===== src/hw/lpm_pkg.sv =====
// Package holding the constants and types of the low-power mode clock gating block.
package lpm_pkg;
	typedef enum logic [3:0] {
		LPM_MODE_IDLE = 4'h1,
		LPM_MODE_CORE = 4'h2,
		LPM_MODE_CORE_PERIPH = 4'h4,
		LPM_MODE_ALL = 4'h8
	} lpm_mode_t;

	typedef enum logic [3:0] {
		LPM_ST_RUN = 4'h1,
		LPM_ST_SLEEP = 4'h2,
		LPM_ST_WAKE = 4'h4,
		LPM_ST_DONE = 4'h8
	} lpm_state_t;

	localparam int LPM_CLK_MHZ = 25;
	localparam int LPM_WAKE_IDLE_CYC = 2;
	localparam int LPM_WAKE_CORE_CYC = 2;
	localparam int LPM_WAKE_CORE_PERIPH_CYC = 6;
	localparam int LPM_WAKE_ALL_CYC = 500;
	localparam int LPM_CNT_W = 10;
	localparam logic [2:0] LPM_CTRL_RESET = 3'h0;
	localparam int LPM_BIT_STOP_CORE = 0;
	localparam int LPM_BIT_STOP_ALL = 1;
	localparam int LPM_BIT_POWER_DOWN_ALL_BIT_ALL = 2;
endpackage


===== src/hw/lpm_if.sv =====
// Interface joining the core sequencer end and the clock gating end.
`timescale 1ns/1ps
interface lpm_if;
	logic wait_insn;
	logic irq;
	logic [2:0] ctrl_bits;
	logic core_clk_en;
	logic periph_clk_en;
	logic mult_en;
	logic retain_pipe;
	logic sleeping;
	logic resume;
	lpm_pkg::lpm_mode_t mode;

	modport gate (
		input wait_insn,
		input irq,
		input ctrl_bits,
		output core_clk_en,
		output periph_clk_en,
		output mult_en,
		output retain_pipe,
		output sleeping,
		output resume,
		output mode
	);

	modport core (
		output wait_insn,
		output irq,
		output ctrl_bits,
		input core_clk_en,
		input periph_clk_en,
		input mult_en,
		input retain_pipe,
		input sleeping,
		input resume,
		input mode
	);
endinterface


===== src/hw/lpm_gate.sv =====
// Clock gating controller that enters and leaves the four standby modes.
`timescale 1ns/1ps
module lpm_gate (
	input wire logic i_core_clk,
	input wire logic i_rst_n,
	lpm_if.gate bus,
	output logic o_core_clk_en,
	output logic o_periph_clk_en,
	output logic o_mult_en
);
	lpm_pkg::lpm_state_t state;
	lpm_pkg::lpm_state_t next_state;
	lpm_pkg::lpm_mode_t mode;
	lpm_pkg::lpm_mode_t next_mode;
	lpm_pkg::lpm_mode_t gate_mode;
	logic [lpm_pkg::LPM_CNT_W-1:0] cnt;
	logic [lpm_pkg::LPM_CNT_W-1:0] wake_len;
	logic wake_last;
	logic next_core_en;
	logic next_periph_en;
	logic next_mult_en;
	logic next_retain;

	// Priority decode of the control bits at the moment of the wait instruction.
	always_comb begin
		if (bus.ctrl_bits[lpm_pkg::LPM_BIT_POWER_DOWN_ALL_BIT_ALL]) begin
			next_mode = lpm_pkg::LPM_MODE_ALL;
		end else if (bus.ctrl_bits[lpm_pkg::LPM_BIT_STOP_ALL]) begin
			next_mode = lpm_pkg::LPM_MODE_CORE_PERIPH;
		end else if (bus.ctrl_bits[lpm_pkg::LPM_BIT_STOP_CORE]) begin
			next_mode = lpm_pkg::LPM_MODE_CORE;
		end else begin
			next_mode = lpm_pkg::LPM_MODE_IDLE;
		end
	end

	// While running the live bits are decoded, so the enables drop on the very edge that takes the wait.
	always_comb begin
		if (state == lpm_pkg::LPM_ST_RUN) begin
			gate_mode = next_mode;
		end else begin
			gate_mode = mode;
		end
	end

	// Enable targets while asleep; a one keeps that clock, or the pipeline contents, alive.
	always_comb begin
		unique case (gate_mode)
			lpm_pkg::LPM_MODE_IDLE: begin
				next_core_en = 1'h1;
				next_periph_en = 1'h1;
				next_mult_en = 1'h1;
				next_retain = 1'h1;
			end
			lpm_pkg::LPM_MODE_CORE: begin
				next_core_en = 1'h0;
				next_periph_en = 1'h1;
				next_mult_en = 1'h1;
				next_retain = 1'h1;
			end
			lpm_pkg::LPM_MODE_CORE_PERIPH: begin
				next_core_en = 1'h0;
				next_periph_en = 1'h0;
				next_mult_en = 1'h1;
				next_retain = 1'h0;
			end
			lpm_pkg::LPM_MODE_ALL: begin
				next_core_en = 1'h0;
				next_periph_en = 1'h0;
				next_mult_en = 1'h0;
				next_retain = 1'h0;
			end
			default: begin
				next_core_en = 1'h1;
				next_periph_en = 1'h1;
				next_mult_en = 1'h1;
				next_retain = 1'h1;
			end
		endcase
	end

	// Wake latency of the latched mode, counted in core clock cycles from the interrupt.
	always_comb begin
		unique case (mode)
			lpm_pkg::LPM_MODE_IDLE: begin
				wake_len = lpm_pkg::LPM_CNT_W'(lpm_pkg::LPM_WAKE_IDLE_CYC);
			end
			lpm_pkg::LPM_MODE_CORE: begin
				wake_len = lpm_pkg::LPM_CNT_W'(lpm_pkg::LPM_WAKE_CORE_CYC);
			end
			lpm_pkg::LPM_MODE_CORE_PERIPH: begin
				wake_len = lpm_pkg::LPM_CNT_W'(lpm_pkg::LPM_WAKE_CORE_PERIPH_CYC);
			end
			lpm_pkg::LPM_MODE_ALL: begin
				wake_len = lpm_pkg::LPM_CNT_W'(lpm_pkg::LPM_WAKE_ALL_CYC);
			end
			default: begin
				wake_len = lpm_pkg::LPM_CNT_W'(lpm_pkg::LPM_WAKE_IDLE_CYC);
			end
		endcase
	end

	// The last wake cycle is reached when the count stands one short of the mode's latency.
	assign wake_last = cnt == wake_len - lpm_pkg::LPM_CNT_W'(1);

	always_comb begin
		next_state = state;
		unique case (state)
			lpm_pkg::LPM_ST_RUN: begin
				if (bus.wait_insn) begin
					next_state = lpm_pkg::LPM_ST_SLEEP;
				end
			end
			lpm_pkg::LPM_ST_SLEEP: begin
				if (bus.irq) begin
					next_state = lpm_pkg::LPM_ST_WAKE;
				end
			end
			lpm_pkg::LPM_ST_WAKE: begin
				if (wake_last) begin
					next_state = lpm_pkg::LPM_ST_DONE;
				end
			end
			lpm_pkg::LPM_ST_DONE: next_state = lpm_pkg::LPM_ST_RUN;
			default: next_state = lpm_pkg::LPM_ST_RUN;
		endcase
	end

	always_ff @(posedge i_core_clk or negedge i_rst_n) begin
		if (!i_rst_n) begin
			state <= lpm_pkg::LPM_ST_RUN;
		end else begin
			state <= next_state;
		end
	end

	// The mode is latched only as the wait is taken, so later changes of the bits cannot alter a sleep.
	always_ff @(posedge i_core_clk or negedge i_rst_n) begin
		if (!i_rst_n) begin
			mode <= lpm_pkg::LPM_MODE_IDLE;
		end else if (state == lpm_pkg::LPM_ST_RUN && bus.wait_insn) begin
			mode <= next_mode;
		end
	end

	// Counts wake cycles from the interrupt; in full power-down it stands in for the multiplier settling time.
	always_ff @(posedge i_core_clk or negedge i_rst_n) begin
		if (!i_rst_n) begin
			cnt <= '0;
		end else if (state == lpm_pkg::LPM_ST_WAKE) begin
			cnt <= cnt + lpm_pkg::LPM_CNT_W'(1);
		end else begin
			cnt <= '0;
		end
	end

	// Core clock enable; registered so the clock gate never sees a glitch from the mode decode.
	always_ff @(posedge i_core_clk or negedge i_rst_n) begin
		if (!i_rst_n) begin
			o_core_clk_en <= 1'h1;
		end else if (next_state == lpm_pkg::LPM_ST_SLEEP) begin
			o_core_clk_en <= next_core_en;
		end else if (next_state == lpm_pkg::LPM_ST_WAKE) begin
			o_core_clk_en <= 1'h1;
		end
	end

	// Peripheral clock enable; it stays up in the two modes that keep the peripheral bus alive.
	always_ff @(posedge i_core_clk or negedge i_rst_n) begin
		if (!i_rst_n) begin
			o_periph_clk_en <= 1'h1;
		end else if (next_state == lpm_pkg::LPM_ST_SLEEP) begin
			o_periph_clk_en <= next_periph_en;
		end else if (next_state == lpm_pkg::LPM_ST_WAKE) begin
			o_periph_clk_en <= 1'h1;
		end
	end

	// Multiplier enable; raising it at the interrupt lets the settling count run while it locks.
	always_ff @(posedge i_core_clk or negedge i_rst_n) begin
		if (!i_rst_n) begin
			o_mult_en <= 1'h1;
		end else if (next_state == lpm_pkg::LPM_ST_SLEEP) begin
			o_mult_en <= next_mult_en;
		end else if (next_state == lpm_pkg::LPM_ST_WAKE) begin
			o_mult_en <= 1'h1;
		end
	end

	// Pipeline retention is fixed as the wait is taken and restored once the core resumes.
	always_ff @(posedge i_core_clk or negedge i_rst_n) begin
		if (!i_rst_n) begin
			bus.retain_pipe <= 1'h1;
		end else if (state == lpm_pkg::LPM_ST_RUN && bus.wait_insn) begin
			bus.retain_pipe <= next_retain;
		end else if (state == lpm_pkg::LPM_ST_DONE) begin
			bus.retain_pipe <= 1'h1;
		end
	end

	assign bus.sleeping = state != lpm_pkg::LPM_ST_RUN;
	assign bus.resume = state == lpm_pkg::LPM_ST_DONE;
	assign bus.mode = mode;
	assign bus.core_clk_en = o_core_clk_en;
	assign bus.periph_clk_en = o_periph_clk_en;
	assign bus.mult_en = o_mult_en;
endmodule


===== src/flat_wrapper.sv =====
// flat-port wrapper written by rule: the top's interface ports become plain ports
module lpm_gate_flat 
  (i_core_clk, i_rst_n, o_core_clk_en, o_periph_clk_en, o_mult_en, bus_wait_insn, bus_irq, bus_ctrl_bits, bus_core_clk_en, bus_periph_clk_en, bus_mult_en, bus_retain_pipe, bus_sleeping, bus_resume, bus_mode);
  lpm_if bus_i ();
  input wire logic i_core_clk;
  input wire logic i_rst_n;
  output logic o_core_clk_en;
  output logic o_periph_clk_en;
  output logic o_mult_en;
  input wire logic [$bits(bus_i.wait_insn)-1:0] bus_wait_insn;
  input wire logic [$bits(bus_i.irq)-1:0] bus_irq;
  input wire logic [$bits(bus_i.ctrl_bits)-1:0] bus_ctrl_bits;
  output wire logic [$bits(bus_i.core_clk_en)-1:0] bus_core_clk_en;
  output wire logic [$bits(bus_i.periph_clk_en)-1:0] bus_periph_clk_en;
  output wire logic [$bits(bus_i.mult_en)-1:0] bus_mult_en;
  output wire logic [$bits(bus_i.retain_pipe)-1:0] bus_retain_pipe;
  output wire logic [$bits(bus_i.sleeping)-1:0] bus_sleeping;
  output wire logic [$bits(bus_i.resume)-1:0] bus_resume;
  output wire logic [$bits(bus_i.mode)-1:0] bus_mode;
  assign bus_i.wait_insn = bus_wait_insn;
  assign bus_i.irq = bus_irq;
  assign bus_i.ctrl_bits = bus_ctrl_bits;
  assign bus_core_clk_en = bus_i.core_clk_en;
  assign bus_periph_clk_en = bus_i.periph_clk_en;
  assign bus_mult_en = bus_i.mult_en;
  assign bus_retain_pipe = bus_i.retain_pipe;
  assign bus_sleeping = bus_i.sleeping;
  assign bus_resume = bus_i.resume;
  assign bus_mode = bus_i.mode;
  lpm_gate u_core (.i_core_clk(i_core_clk), .i_rst_n(i_rst_n), .bus(bus_i), .o_core_clk_en(o_core_clk_en), .o_periph_clk_en(o_periph_clk_en), .o_mult_en(o_mult_en));
endmodule

===== config.mk =====
export PLATFORM = sky130hd
export DESIGN_NAME = lpm_gate_flat
export DESIGN_NICKNAME = d
export VERILOG_FILES = /design/src/hw/lpm_pkg.sv /design/src/hw/lpm_if.sv /design/src/hw/lpm_gate.sv /design/src/flat_wrapper.sv
export SDC_FILE = /design/constraint.sdc
export NUM_CORES = 1
export LEC_CHECK = 0
export BUFFER_PORTS_ARGS = -buffer_cell sky130_fd_sc_hd__buf_2
export CAP_MARGIN = 20
export CORE_MARGIN = 2
export CORE_UTILIZATION = 53
export DETAILED_ROUTE_END_ITERATION = 8
export GPL_TIMING_DRIVEN = 0
export PLACE_DENSITY = 0.74
export SETUP_SLACK_MARGIN = 0.3
export SYNTH_ARGS = -nofsm -noshare
export SYNTH_HDL_FRONTEND = slang
export SYNTH_SLANG_ARGS = --single-unit

===== constraint.sdc =====
create_clock -name i_core_clk -period 2.1 [get_ports i_core_clk]
set_input_delay 0.63 -clock i_core_clk [delete_from_list [all_inputs] [get_ports i_core_clk]]
set_output_delay 0.63 -clock i_core_clk [all_outputs]
set_load 0.02 [all_outputs]

==> results of run 1 <==
-- layer usage --
| metal | vias to the layer above | GRT usage (%) |
|---|---|---|
| li1 | 472 | - |
| met1 | 476 | 24.4 |
| met2 | 24 | 39.0 |
| met3 | 8 | 2.92 |
| met4 | 0 | 10.4 |
| met5 | - | 0 |
-- placed cells by master (no fill, tap or decap), drive strengths merged, types with 3 or more instances in the layout --
cell type  instances
nand2b             3
nor4               3
nand2              7
dfrtp             16
clkbuf             6
and3               4
xnor2              5
nor2              20
dfstp              6
nand3              6
buf               34
o21ai              4
xor2               5
nor4b              4
-- per-stage QoR --
stage	utilization (%)	hold WS (ps)	setup slack [ps]	std cells
6_report	73.7	263	161	175
5_1_grt	73.7	290	120	175
4_1_cts	70.4	280	175	174
3_5_place_dp	64.2	503	283	161
3_3_place_gp	64.2	493	288	161
2_1_floorplan	-	334	352	115
-- cells in the mapped netlist, types with 2 or more instances --
cell type,instances
nand3_1,6
and3_1,4
o21ai_0,4
xnor2_1,5
nor4b_1,3
nor4_1,3
xor2_1,5
dfrtp_1,16
nand2b_1,3
nor2_1,20
nand2_1,7
buf_4,4
dfstp_2,6
o22ai_1,2
-- worst max-delay path by stage --
stage                     cells after the start  slack [ps]            endpoint               start
final                                         3         160          bus_resume     u_core.state[0]
after global routing                          3         120          bus_resume     u_core.state[0]
after CTS                                     3         180          bus_resume     u_core.state[0]
after detailed placement                      3         280        bus_sleeping     u_core.state[0]
after global placement                        3         290        bus_sleeping     u_core.state[0]
after floorplan                               5         350  u_core.bus.mult_en  u_core.bus.mode[2]
-- flip-flops by register name, indices dropped and copies added, names as in the netlist --
signal,count
u_core.bus.periph_clk_en,1
u_core.state,4
u_core.bus.core_clk_en,1
u_core.bus.mode,4
u_core.bus.retain_pipe,1
u_core.cnt,10
u_core.bus.mult_en,1
-- worst max-delay path: cells and delay by family, from the launching register on --
family	cells	cell delay, ps
flops	1	400
buf+inv	2	330
simple gates	1	290
-- logic make-up after synthesis --
family	count (synthesis)	synth area share, %
AOI/OAI and AO/OA	17	11.3
adders and majority gates	1	1.08
muxes	2	1.83
DFF	22	48.0
buffers and inverters	9	4.94
xor gates and xnor gates	10	7.53
and+or+nand+nor	54	25.4
-- report_power, final --
part           switching (mW)  internal [mW]
sequential             0.0847          0.558
clock                   0.130          0.106
combinational           0.566          0.519
total                   0.781           1.18
-- cell type report --
cell class / instances / area (sq um)
buffer: 7 / 50.0
multi-input combinational: 84 / 618
inverter: 2 / 7.51
tap: 27 / 33.8
fill: 150 / 532
timing repair buffer: 29 / 183
sequential: 22 / 562
clock buffer: 4 / 36.3
-- what timing repair did --
item	in CTS	in global routing
pin swaps	1	1
endpoints found under the setup margin	2	22
gates resized for setup	6	12
buffers inserted	9	1
==> summary.txt, run 1 <==
Clock network
  – Sink Count: 22
  – CTS root buf: clkbuf_4
  – Post-CTS Hold Buffers: 0
  – Reg clk slew, reported paths: 120 ps
  – H-tree level count: 1
  – Num CTS Buffers: 3
  – Clk buf depth: 2
  – Clk_lat worst skew: 310 ps
  – TritonCTS clock tree: built

Timing
  – Setup TNS: 0 ps
  – Fin. Hold Viols: 0
  – Relative slew slack: 64.9%
  – Final setup viols: 0
  – Crit path time final: 1940 ps
  – Worst-Margin Slew: 520 ps
  – RSZ-0062 raised after global routing: yes
  – Fmax: 516 MHz
  – Final Max Slew Viols: 0
  – Clk_skew: 3.20 ps
  – Final period util: 92.3%

Routing
  – Met2 wire length: 1.30 mm
  – Residual DRC: 0
  – Vias per cell: 5.60
  – DRT Wirelength: 2.46 mm
  – Vias post-DR: 980
  – Top sig layer: met4
  – Wl on met1: 1.02 mm
  – Wire per inst: 14.0 um
  – Starting DRT DRC Count: 15
  – ANT nets after route: 0
  – DRT Pass-1 Iters: 4
  – Wire length on met3: 81 um

Global route
  – Largest net degree at the start of global routing: 23
  – Remaining global-route overflow: 0
  – First-pass GRT wire length: 4.20 mm
  – Initial antenna violation count: 0
  – Total GRT Usage: 21.4%
  – Vias in the first global route: 985

Setup path
  – CP most frequent cell: buf_4
  – R2R cell count: 8
  – Worst Path Max Fanout: 2
  – Crit path cell chain: buf_4 -> nor4b_4 -> buf_4
  – RR Endpoint: u_core.bus.core_clk_en
  – FF-to-FF setup slack: 290 ps
  – Setup crit end kind: primary output
  – Critical Path Start Type: flip-flop
  – Critical path type: flip-flop to primary output
  – WP data arrival: 1310 ps
  – Crit-path slowest cell: dfstp_2
  – Worst EP required: 1470 ps
  – Slowest Stage Delay on Critical Path: 400 ps
  – Worst reg2reg path startpoint: u_core.state[0]

Synth
  – Synth cell types: 41
  – Mean Syn Cell Area: 10.1 sq um
  – Register area share after synthesis: 48.0%
  – Post-synth EDFFs: 0
  – Cell count after synthesis: 115
  – Async S/R FF share, synth: 100%
  – Post-synth top flop: dfrtp_1
  – Largest cells by area after synthesis: dfrtp_1 (34%), dfstp_2 (14%), nor2_1 (6.5%)
  – Syn nets: 123
  – Cell taking the most area after synthesis: dfrtp_1
  – Share of the synthesized area in the top cell type: 34.4%
  – Synthesized area: 0.00116 sq mm
  – Flops & latches, synth: 22
  – Syn. warnings: 0

Die
  – I/O pins: 20
  – Rows: 16
  – Die extent in x: 50.9 um
  – Die Y: 50.9 um
  – DIE AREA: 0.00259 sq mm
  – Core Area: 0.00202 sq mm
  – Starting density of the core: 57.5%

Power and ir drop
  – Power Density: 1320 mW/mm^2
  – Leakage power: 0.663 nW
  – Worst VDD drop: 0.877 mV
  – Total chip power: 1.96 mW

Cells and area
  – Final instance area: 0.00149 sq mm
  – Layout area overhead: 28.1%
  – Share of cells above drive strength 1: 41.2%
  – NumNets Final: 157
  – ANT cells: 0

Placed design
  – Placed inst area: 0.00130 sq mm
  – Port bufs: 19
  – Gpl congestion: 0.778
  – HPWL after detailed placement: 1.67 mm

Status
  – Status: finished clean

Hold path
  – Min-delay worst type: input port to async pin

Job
  – Max cap viols: 0
No activity file was read; power rests on OpenSTA's default activity.
==> run 2, diff against run 1 <==
Settings changed: CORE_UTILIZATION 53 to 49, PLACE_DENSITY 0.74 to 0.72.
Clock period 2.1 ns to 1.55 ns, I/O delays scaled along.
==> run 2 against run 1 <==
Against the previous run:
- wire length increased by 42%
- final cell count increased by 6.9%
- the run now ends with negative setup slack left
- highest routed layer unchanged
- critical path type unchanged
- largest power group unchanged
- clock power increased by 94%
- clock-buffer cell count decreased by 1
==> summary.txt, run 2 (synthesis gave the netlist of run 1 again) <==
Setup path
  – Crit path max-delay family: flip-flops
  – FF-to-FF setup slack: -310 ps (-600 ps)
  – WP data arrival: 1420 ps (+110 ps)
  – Worst EP required: 1080 ps (-390 ps)
  – Worst reg2reg path startpoint: u_core.bus.mode[1]
  – Crit path cell chain: nor4b_4 -> inv_2 -> buf_6
  – WP buf/inv: 2 (unchanged)
  – Slowest Stage Delay on Critical Path: 580 ps (+180 ps)
  – Worst Path Max Fanout: 2 (unchanged)
  – R2R cell count: 6 (-2)
  – RR Endpoint: u_core.bus.mult_en
  – Critical path type: flip-flop to primary output
  – Critical Path Start Type: flip-flop
  – Crit-path slowest cell: dfstp_2
  – Setup crit end kind: primary output

Die
  – DIE AREA: 0.00278 sq mm (+7.5%)
  – I/O pins: 20 (unchanged)
  – Core Area: 0.00223 sq mm (+10%)
  – Starting density of the core: 52.1% (-5.4 points)
  – Die extent in x: 52.7 um (+3.7%)
  – Rows: 17 (+1)
  – Die Y: 52.7 um (+3.7%)

Timing
  – Clk_skew: 13.1 ps (+9.86 ps)
  – Relative slew slack: 62.4% (-2.4 points)
  – Fmax: 532 MHz
  – Final WS setup: -330 ps (-491 ps)
  – Fin. Hold Viols: 0 (unchanged)
  – Crit path time final: 1880 ps
  – Final Max Slew Viols: 0 (unchanged)
  – RSZ-0062 raised after global routing: yes
  – Worst-Margin Slew: 562 ps (+42.4 ps)
  – Final setup viols: 11 (+11)
  – Final period util: 121%

Status
  – Violated checks: negative setup slack
  – Status: finished with violations

Power and ir drop
  – Leakage power: 0.813 nW (+23%)
  – Clk pwr share: 13.2% (+1.2 points)
  – Power Density: 1840 mW/mm^2 (+40%)
  – Internal power: 2.13 mW (+80%)
  – Worst VDD drop: 1.47 mV (+67%)
  – Psw: 1.35 mW (+73%)
  – Flop pwr share: 26.4% (-6.3 points)
  – Switching Share: 38.8% (-1.0 points)
  – Logic pwr share: 60.5% (+5.3 points)
  – Total chip power: 3.48 mW (+77%)

Job
  – Max cap viols: 0 (unchanged)

Placed design
  – Port bufs: 19 (unchanged)
  – Gpl congestion: 0.799 (+2.7%)
  – HPWL after detailed placement: 1.71 mm (+2.9%)
  – Placed inst area: 0.00135 sq mm (+3.9%)

Hold path
  – Min-delay worst type: input port to async pin

Cells and area
  – Share of cells above drive strength 1: 61.6% (+20 points)
  – Most flops, register: u_core.cnt
  – Most frequent cells in the layout: buf_6 (26), buf_4 (12), dfrtp_1 (11)
  – ANT cells: 0 (unchanged)
  – Layout area overhead: 62.2%
  – Fillers: 108 (-28%)
  – NumNets Final: 168 (+7.0%)
  – Final instance area: 0.00189 sq mm (+27%)
  – Largest register FFs: 10 (unchanged)
  – Regs by FF count: u_core.cnt: 10 flops, u_core.bus.mode: 4 flops, u_core.state: 4 flops
  – Most common cell after layout, fill and taps aside: buf_6

Clock network
  – Post-CTS Hold Buffers: 0 (unchanged)
  – TritonCTS clock tree: built
  – Clk buf depth: 2 (unchanged)
  – Num CTS Buffers: 3 (unchanged)
  – Reg clk slew, reported paths: 140 ps (+20 ps)
  – CTS root buf: clkbuf_4
  – H-tree level count: 1 (unchanged)
  – Sink Count: 22 (unchanged)
  – Clk_lat worst skew: 330 ps (+20 ps)

Routing
  – DRT Wirelength: 3.48 mm (+42%)
  – Vias per cell: 5.92 (+5.7%)
  – Starting DRT DRC Count: 29 (+14)
  – Residual DRC: 0 (unchanged)
  – DRT Pass-1 Iters: 4 (unchanged)
  – Wire per inst: 18.6 um (+32%)
  – ANT nets after route: 0 (unchanged)
  – Vias post-DR: 1107 (+13%)

Global route
  – Initial antenna violation count: 0 (unchanged)
  – Total GRT Usage: 24.9% (+3.6 points)
  – Remaining global-route overflow: 0 (unchanged)
  – First-pass GRT wire length: 4.97 mm (+18%)
  – Vias in the first global route: 1034 (+5.0%)
  – Largest net degree at the start of global routing: 23 (unchanged)
[run 2: what timing repair did]
action / in CTS / in global routing
gates resized for setup: 57 / 27
pin swaps: 5 / 8
setup buffers: 13 / 7
setup endpoints to repair: 33 / 35
gates cloned: 1 / 0
[run 2: power groups by stage]
stage	clock, mW	combinational (mW)	sequential [mW]
after CTS	0.457	1.73	0.903
after floorplan	0	0.770	1.01
after global routing	0.474	2.20	0.937
after global placement	0	1.15	0.890
final	0.458	2.10	0.918
after detailed placement	0	1.17	0.900
[run 2: per-stage QoR]
stage               setup slack [ps]  std cells  TNS, ps  util [%]  hold WS [ps]
finish                          -330        187    -2010      84.5          68.2
global route                    -375        187    -2510      84.5           107
CTS                             -233        180    -1160      76.8          96.5
detailed placement              -190        162     -892      60.4           456
global placement                -199        162     -824      60.4           446
floorplan                       -144        115     -492         -           169
[run 2: metal layers]
layer / global-route usage (%) / routed length [um] / vias to the layer above
li1: - / - / 499
met4: 11.5 / 92 / 0
met1: 32.7 / 1460 / 542
met3: 2.57 / 231 / 8
met5: 0 / 0 / -
met2: 41.0 / 1690 / 58
[run 2: worst reg2reg max path, stage by stage (launching register included)]
cell	delay, ps
dfrtp_2	440
buf_6	140
o32ai_1	380
a22oi_2	130
o22ai_2	250
a31oi_4	140
o32a_1	330
[run 2: cell type report]
class | count | area (sq um) | area share [%]
Tap cell | 28 | 35.0 | 1.86
Multi-Input combinational cell | 84 | 779 | 41.3
Buffer | 7 | 76.3 | 4.05
Inverter | 2 | 7.51 | 0.398
Clock inverter | 1 | 30.0 | 1.59
Sequential cell | 22 | 564 | 29.9
Clock buffer | 3 | 22.5 | 1.19
Timing Repair Buffer | 40 | 372 | 19.7
[run 2: worst max path at each step]
stage / startpoint / endpoint / slack, ps / depth (start not counted)
after floorplan: u_core.bus.mode[1] / u_core.bus.mult_en / -140 / 6
after global placement: u_core.bus.mode[1] / u_core.bus.mult_en / -200 / 6
after detailed placement: u_core.bus.mode[1] / u_core.bus.mult_en / -190 / 6
after CTS: u_core.state[0] / bus_sleeping / -230 / 3
after global routing: u_core.bus.mode[1] / u_core.bus.mult_en / -380 / 6
final: u_core.state[0] / bus_sleeping / -330 / 3
==> run 3, diff against run 2 <==
Settings changed: CORE_MARGIN 2 to unset.
==> run 3 against run 2 <==
Against the previous run:
- the flow still finishes with violations (negative setup slack)
- sequential share of layout area grew 2.4 points
- clock skew is 4.6 ps lower
- sequential cell count did not move
- worst hold slack improved by 26 ps
- critical endpoint unchanged
- highest routed layer unchanged
==> summary.txt, run 3 (synthesis gave the netlist of run 1 again) <==
Status
  – Status: finished with violations
  – Violated checks: negative setup slack

Routing
  – Starting DRT DRC Count: 12 (-59%)
  – DRT Wirelength: 2.87 mm (-17%)
  – Vias per cell: 5.62 (-5.1%)
  – ANT nets after route: 0 (unchanged)
  – Wire per inst: 15.7 um (-16%)
  – Residual DRC: 0 (unchanged)
  – Vias post-DR: 1028 (-7.1%)
  – DRT Pass-1 Iters: 4 (unchanged)

Power and ir drop
  – Logic pwr share: 61.2% (+0.7 points)
  – Total chip power: 3.05 mW (-12%)
  – Clk pwr share: 9.1% (-4.1 points)
  – Switching Share: 39.0% (+0.26 points)
  – Power Density: 1750 mW/mm^2 (-5.1%)
  – Flop pwr share: 29.7% (+3.3 points)
  – Psw: 1.19 mW (-12%)
  – Internal power: 1.86 mW (-13%)
  – Leakage power: 0.762 nW (-6.3%)
  – Worst VDD drop: 1.50 mV (+2.4%)

Cells and area
  – Most common cell after layout, fill and taps aside: buf_6
  – Final core occ: 77.9% (-6.6 points)
  – Final instance area: 0.00174 sq mm (-7.8%)
  – Post-Layout Cell Count: 183 (-2.1%)
  – Most flops, register: u_core.cnt
  – Layout area overhead: 49.6%
  – NumNets Final: 164 (-2.4%)
  – Storage cell area: 563 sq um (-0.22%)
  – Fillers: 137 (+27%)
  – Share of cells above drive strength 1: 58.1% (-3.6 points)
  – Most frequent cells in the layout: buf_6 (21), buf_4 (13), dfrtp_1 (12)
  – Regs by FF count: u_core.cnt: 10 flops, u_core.bus.mode: 4 flops, u_core.state: 4 flops
  – Multi-input logic area: 709 sq um (-9.0%)
  – Largest register FFs: 10 (unchanged)
  – ANT cells: 0 (unchanged)

Timing
  – Clk_skew: 8.49 ps (-4.57 ps)
  – Final Max Slew Viols: 0 (unchanged)
  – Fmax: 558 MHz (+5.0%)
  – RSZ-0062 raised after global routing: yes
  – Setup TNS: -2510 ps (-494 ps)
  – Relative slew slack: 64.6% (+2.2 points)
  – Crit path time final: 1790 ps (-89.4 ps)
  – Final period util: 116% (-5.8 points)
  – Fin. Hold Viols: 0 (unchanged)
  – Worst-Margin Slew: 529 ps (-32.6 ps)
  – Final WS setup: -241 ps (+89.4 ps)
  – Final setup viols: 20 (+9)
  – Hold slack: 94.6 ps (+26.4 ps)

Placed design
  – Gpl congestion: 0.784 (-1.9%)
  – HPWL after detailed placement: 1.68 mm (-1.8%)
  – Placed inst area: 0.00135 sq mm (unchanged)
  – Port bufs: 19 (unchanged)
  – Place WS: -200 ps (-10.6 ps)
  – Cell count after placement: 162 (unchanged)

Die
  – I/O pins: 20 (unchanged)
  – Core Area: 0.00223 sq mm (unchanged)
  – Starting density of the core: 52.1% (unchanged)
  – DIE AREA: 0.00257 sq mm (-7.4%)
  – Die Y: 50.7 um (-3.8%)
  – Die extent in x: 50.7 um (-3.8%)
  – Rows: 17 (unchanged)

Clock network
  – Sink Count: 22 (unchanged)
  – Clk buf depth: 2 (unchanged)
  – Post-CTS Hold Buffers: 0 (unchanged)
  – CTS root buf: clkbuf_4
  – Reg clk slew, reported paths: 130 ps (about the same)
  – Num CTS Buffers: 3 (unchanged)
  – Clk_lat worst skew: 310 ps (-20 ps)
  – TritonCTS clock tree: built
  – H-tree level count: 1 (unchanged)

Hold path
  – Min-delay worst type: input port to async pin

Setup path
  – R2R cell count: 5 (-1)
  – Worst EP required: 1080 ps (about the same)
  – Setup crit end kind: primary output
  – Critical Path Start Type: flip-flop
  – Worst Path Max Fanout: 4 (+2)
  – Critical path type: flip-flop to primary output
  – WP data arrival: 1330 ps (-90 ps)

Global route
  – First-pass GRT wire length: 4.59 mm (-7.6%)
  – Vias in the first global route: 1054 (+1.9%)
  – Initial antenna violation count: 0 (unchanged)
  – Total GRT Usage: 24.1% (-0.78 points)
  – Remaining global-route overflow: 0 (unchanged)
  – Largest net degree at the start of global routing: 23 (unchanged)

Job
  – Max cap viols: 0 (unchanged)
-- run 3: layout make-up --
cell class | instances | share of cell area (%)
multi-input combinational | 84 | 40.8
sequential | 22 | 32.4
timing repair buffer | 36 | 18.8
buffer | 7 | 4.17
tap | 28 | 2.01
clock buffer | 4 | 1.51
inverter | 2 | 0.431
-- run 3: worst paths after layout --
path | start | endpoint | slack [ps]
worst max-delay path | u_core.state[3] | bus_sleeping | -240
worst min-delay path | i_rst_n | u_core.bus.mode[3] | 90
worst max register to register | u_core.state[1] | u_core.bus.mult_en | -210
worst min register to register | u_core.cnt[0] | u_core.cnt[0] | 520
max in group asynchronous | i_rst_n | u_core.bus.mode[2] | 1100
min in group i_core_clk | bus_ctrl_bits[0] | u_core.bus.mode[0] | 350
-- run 3: power groups by stage --
stage	clock, mW	combinational [mW]	sequential (mW)
after floorplan	0	0.770	1.01
after global placement	0	1.14	0.890
after detailed placement	0	1.17	0.899
after CTS	0.285	1.75	0.898
after global routing	0.302	1.98	0.920
final	0.278	1.86	0.903
-- run 3: per-layer routing --
layer | GRT usage, % | vias to the layer above | part of all wire, %
li1 | - | 488 | -
met4 | 13.0 | 0 | 2.4
met1 | 30.8 | 507 | 44
met3 | 3.64 | 6 | 4.1
met2 | 39.1 | 27 | 49
met5 | 0 | - | 0
-- run 3: critical path, cell delays in order, from the launching register on --
cell and delay, ps:
dfrtp_2 460, nor4b_4 340, inv_2 70, buf_6 140
-- run 3: repair_timing --
| action | 4_1_cts | 5_1_grt |
|---|---|---|
| setup endpoints to repair | 33 | 35 |
| cloned | 1 | 0 |
| setup buffers | 14 | 2 |
| resized for setup | 51 | 15 |
| pin swaps | 9 | 4 |
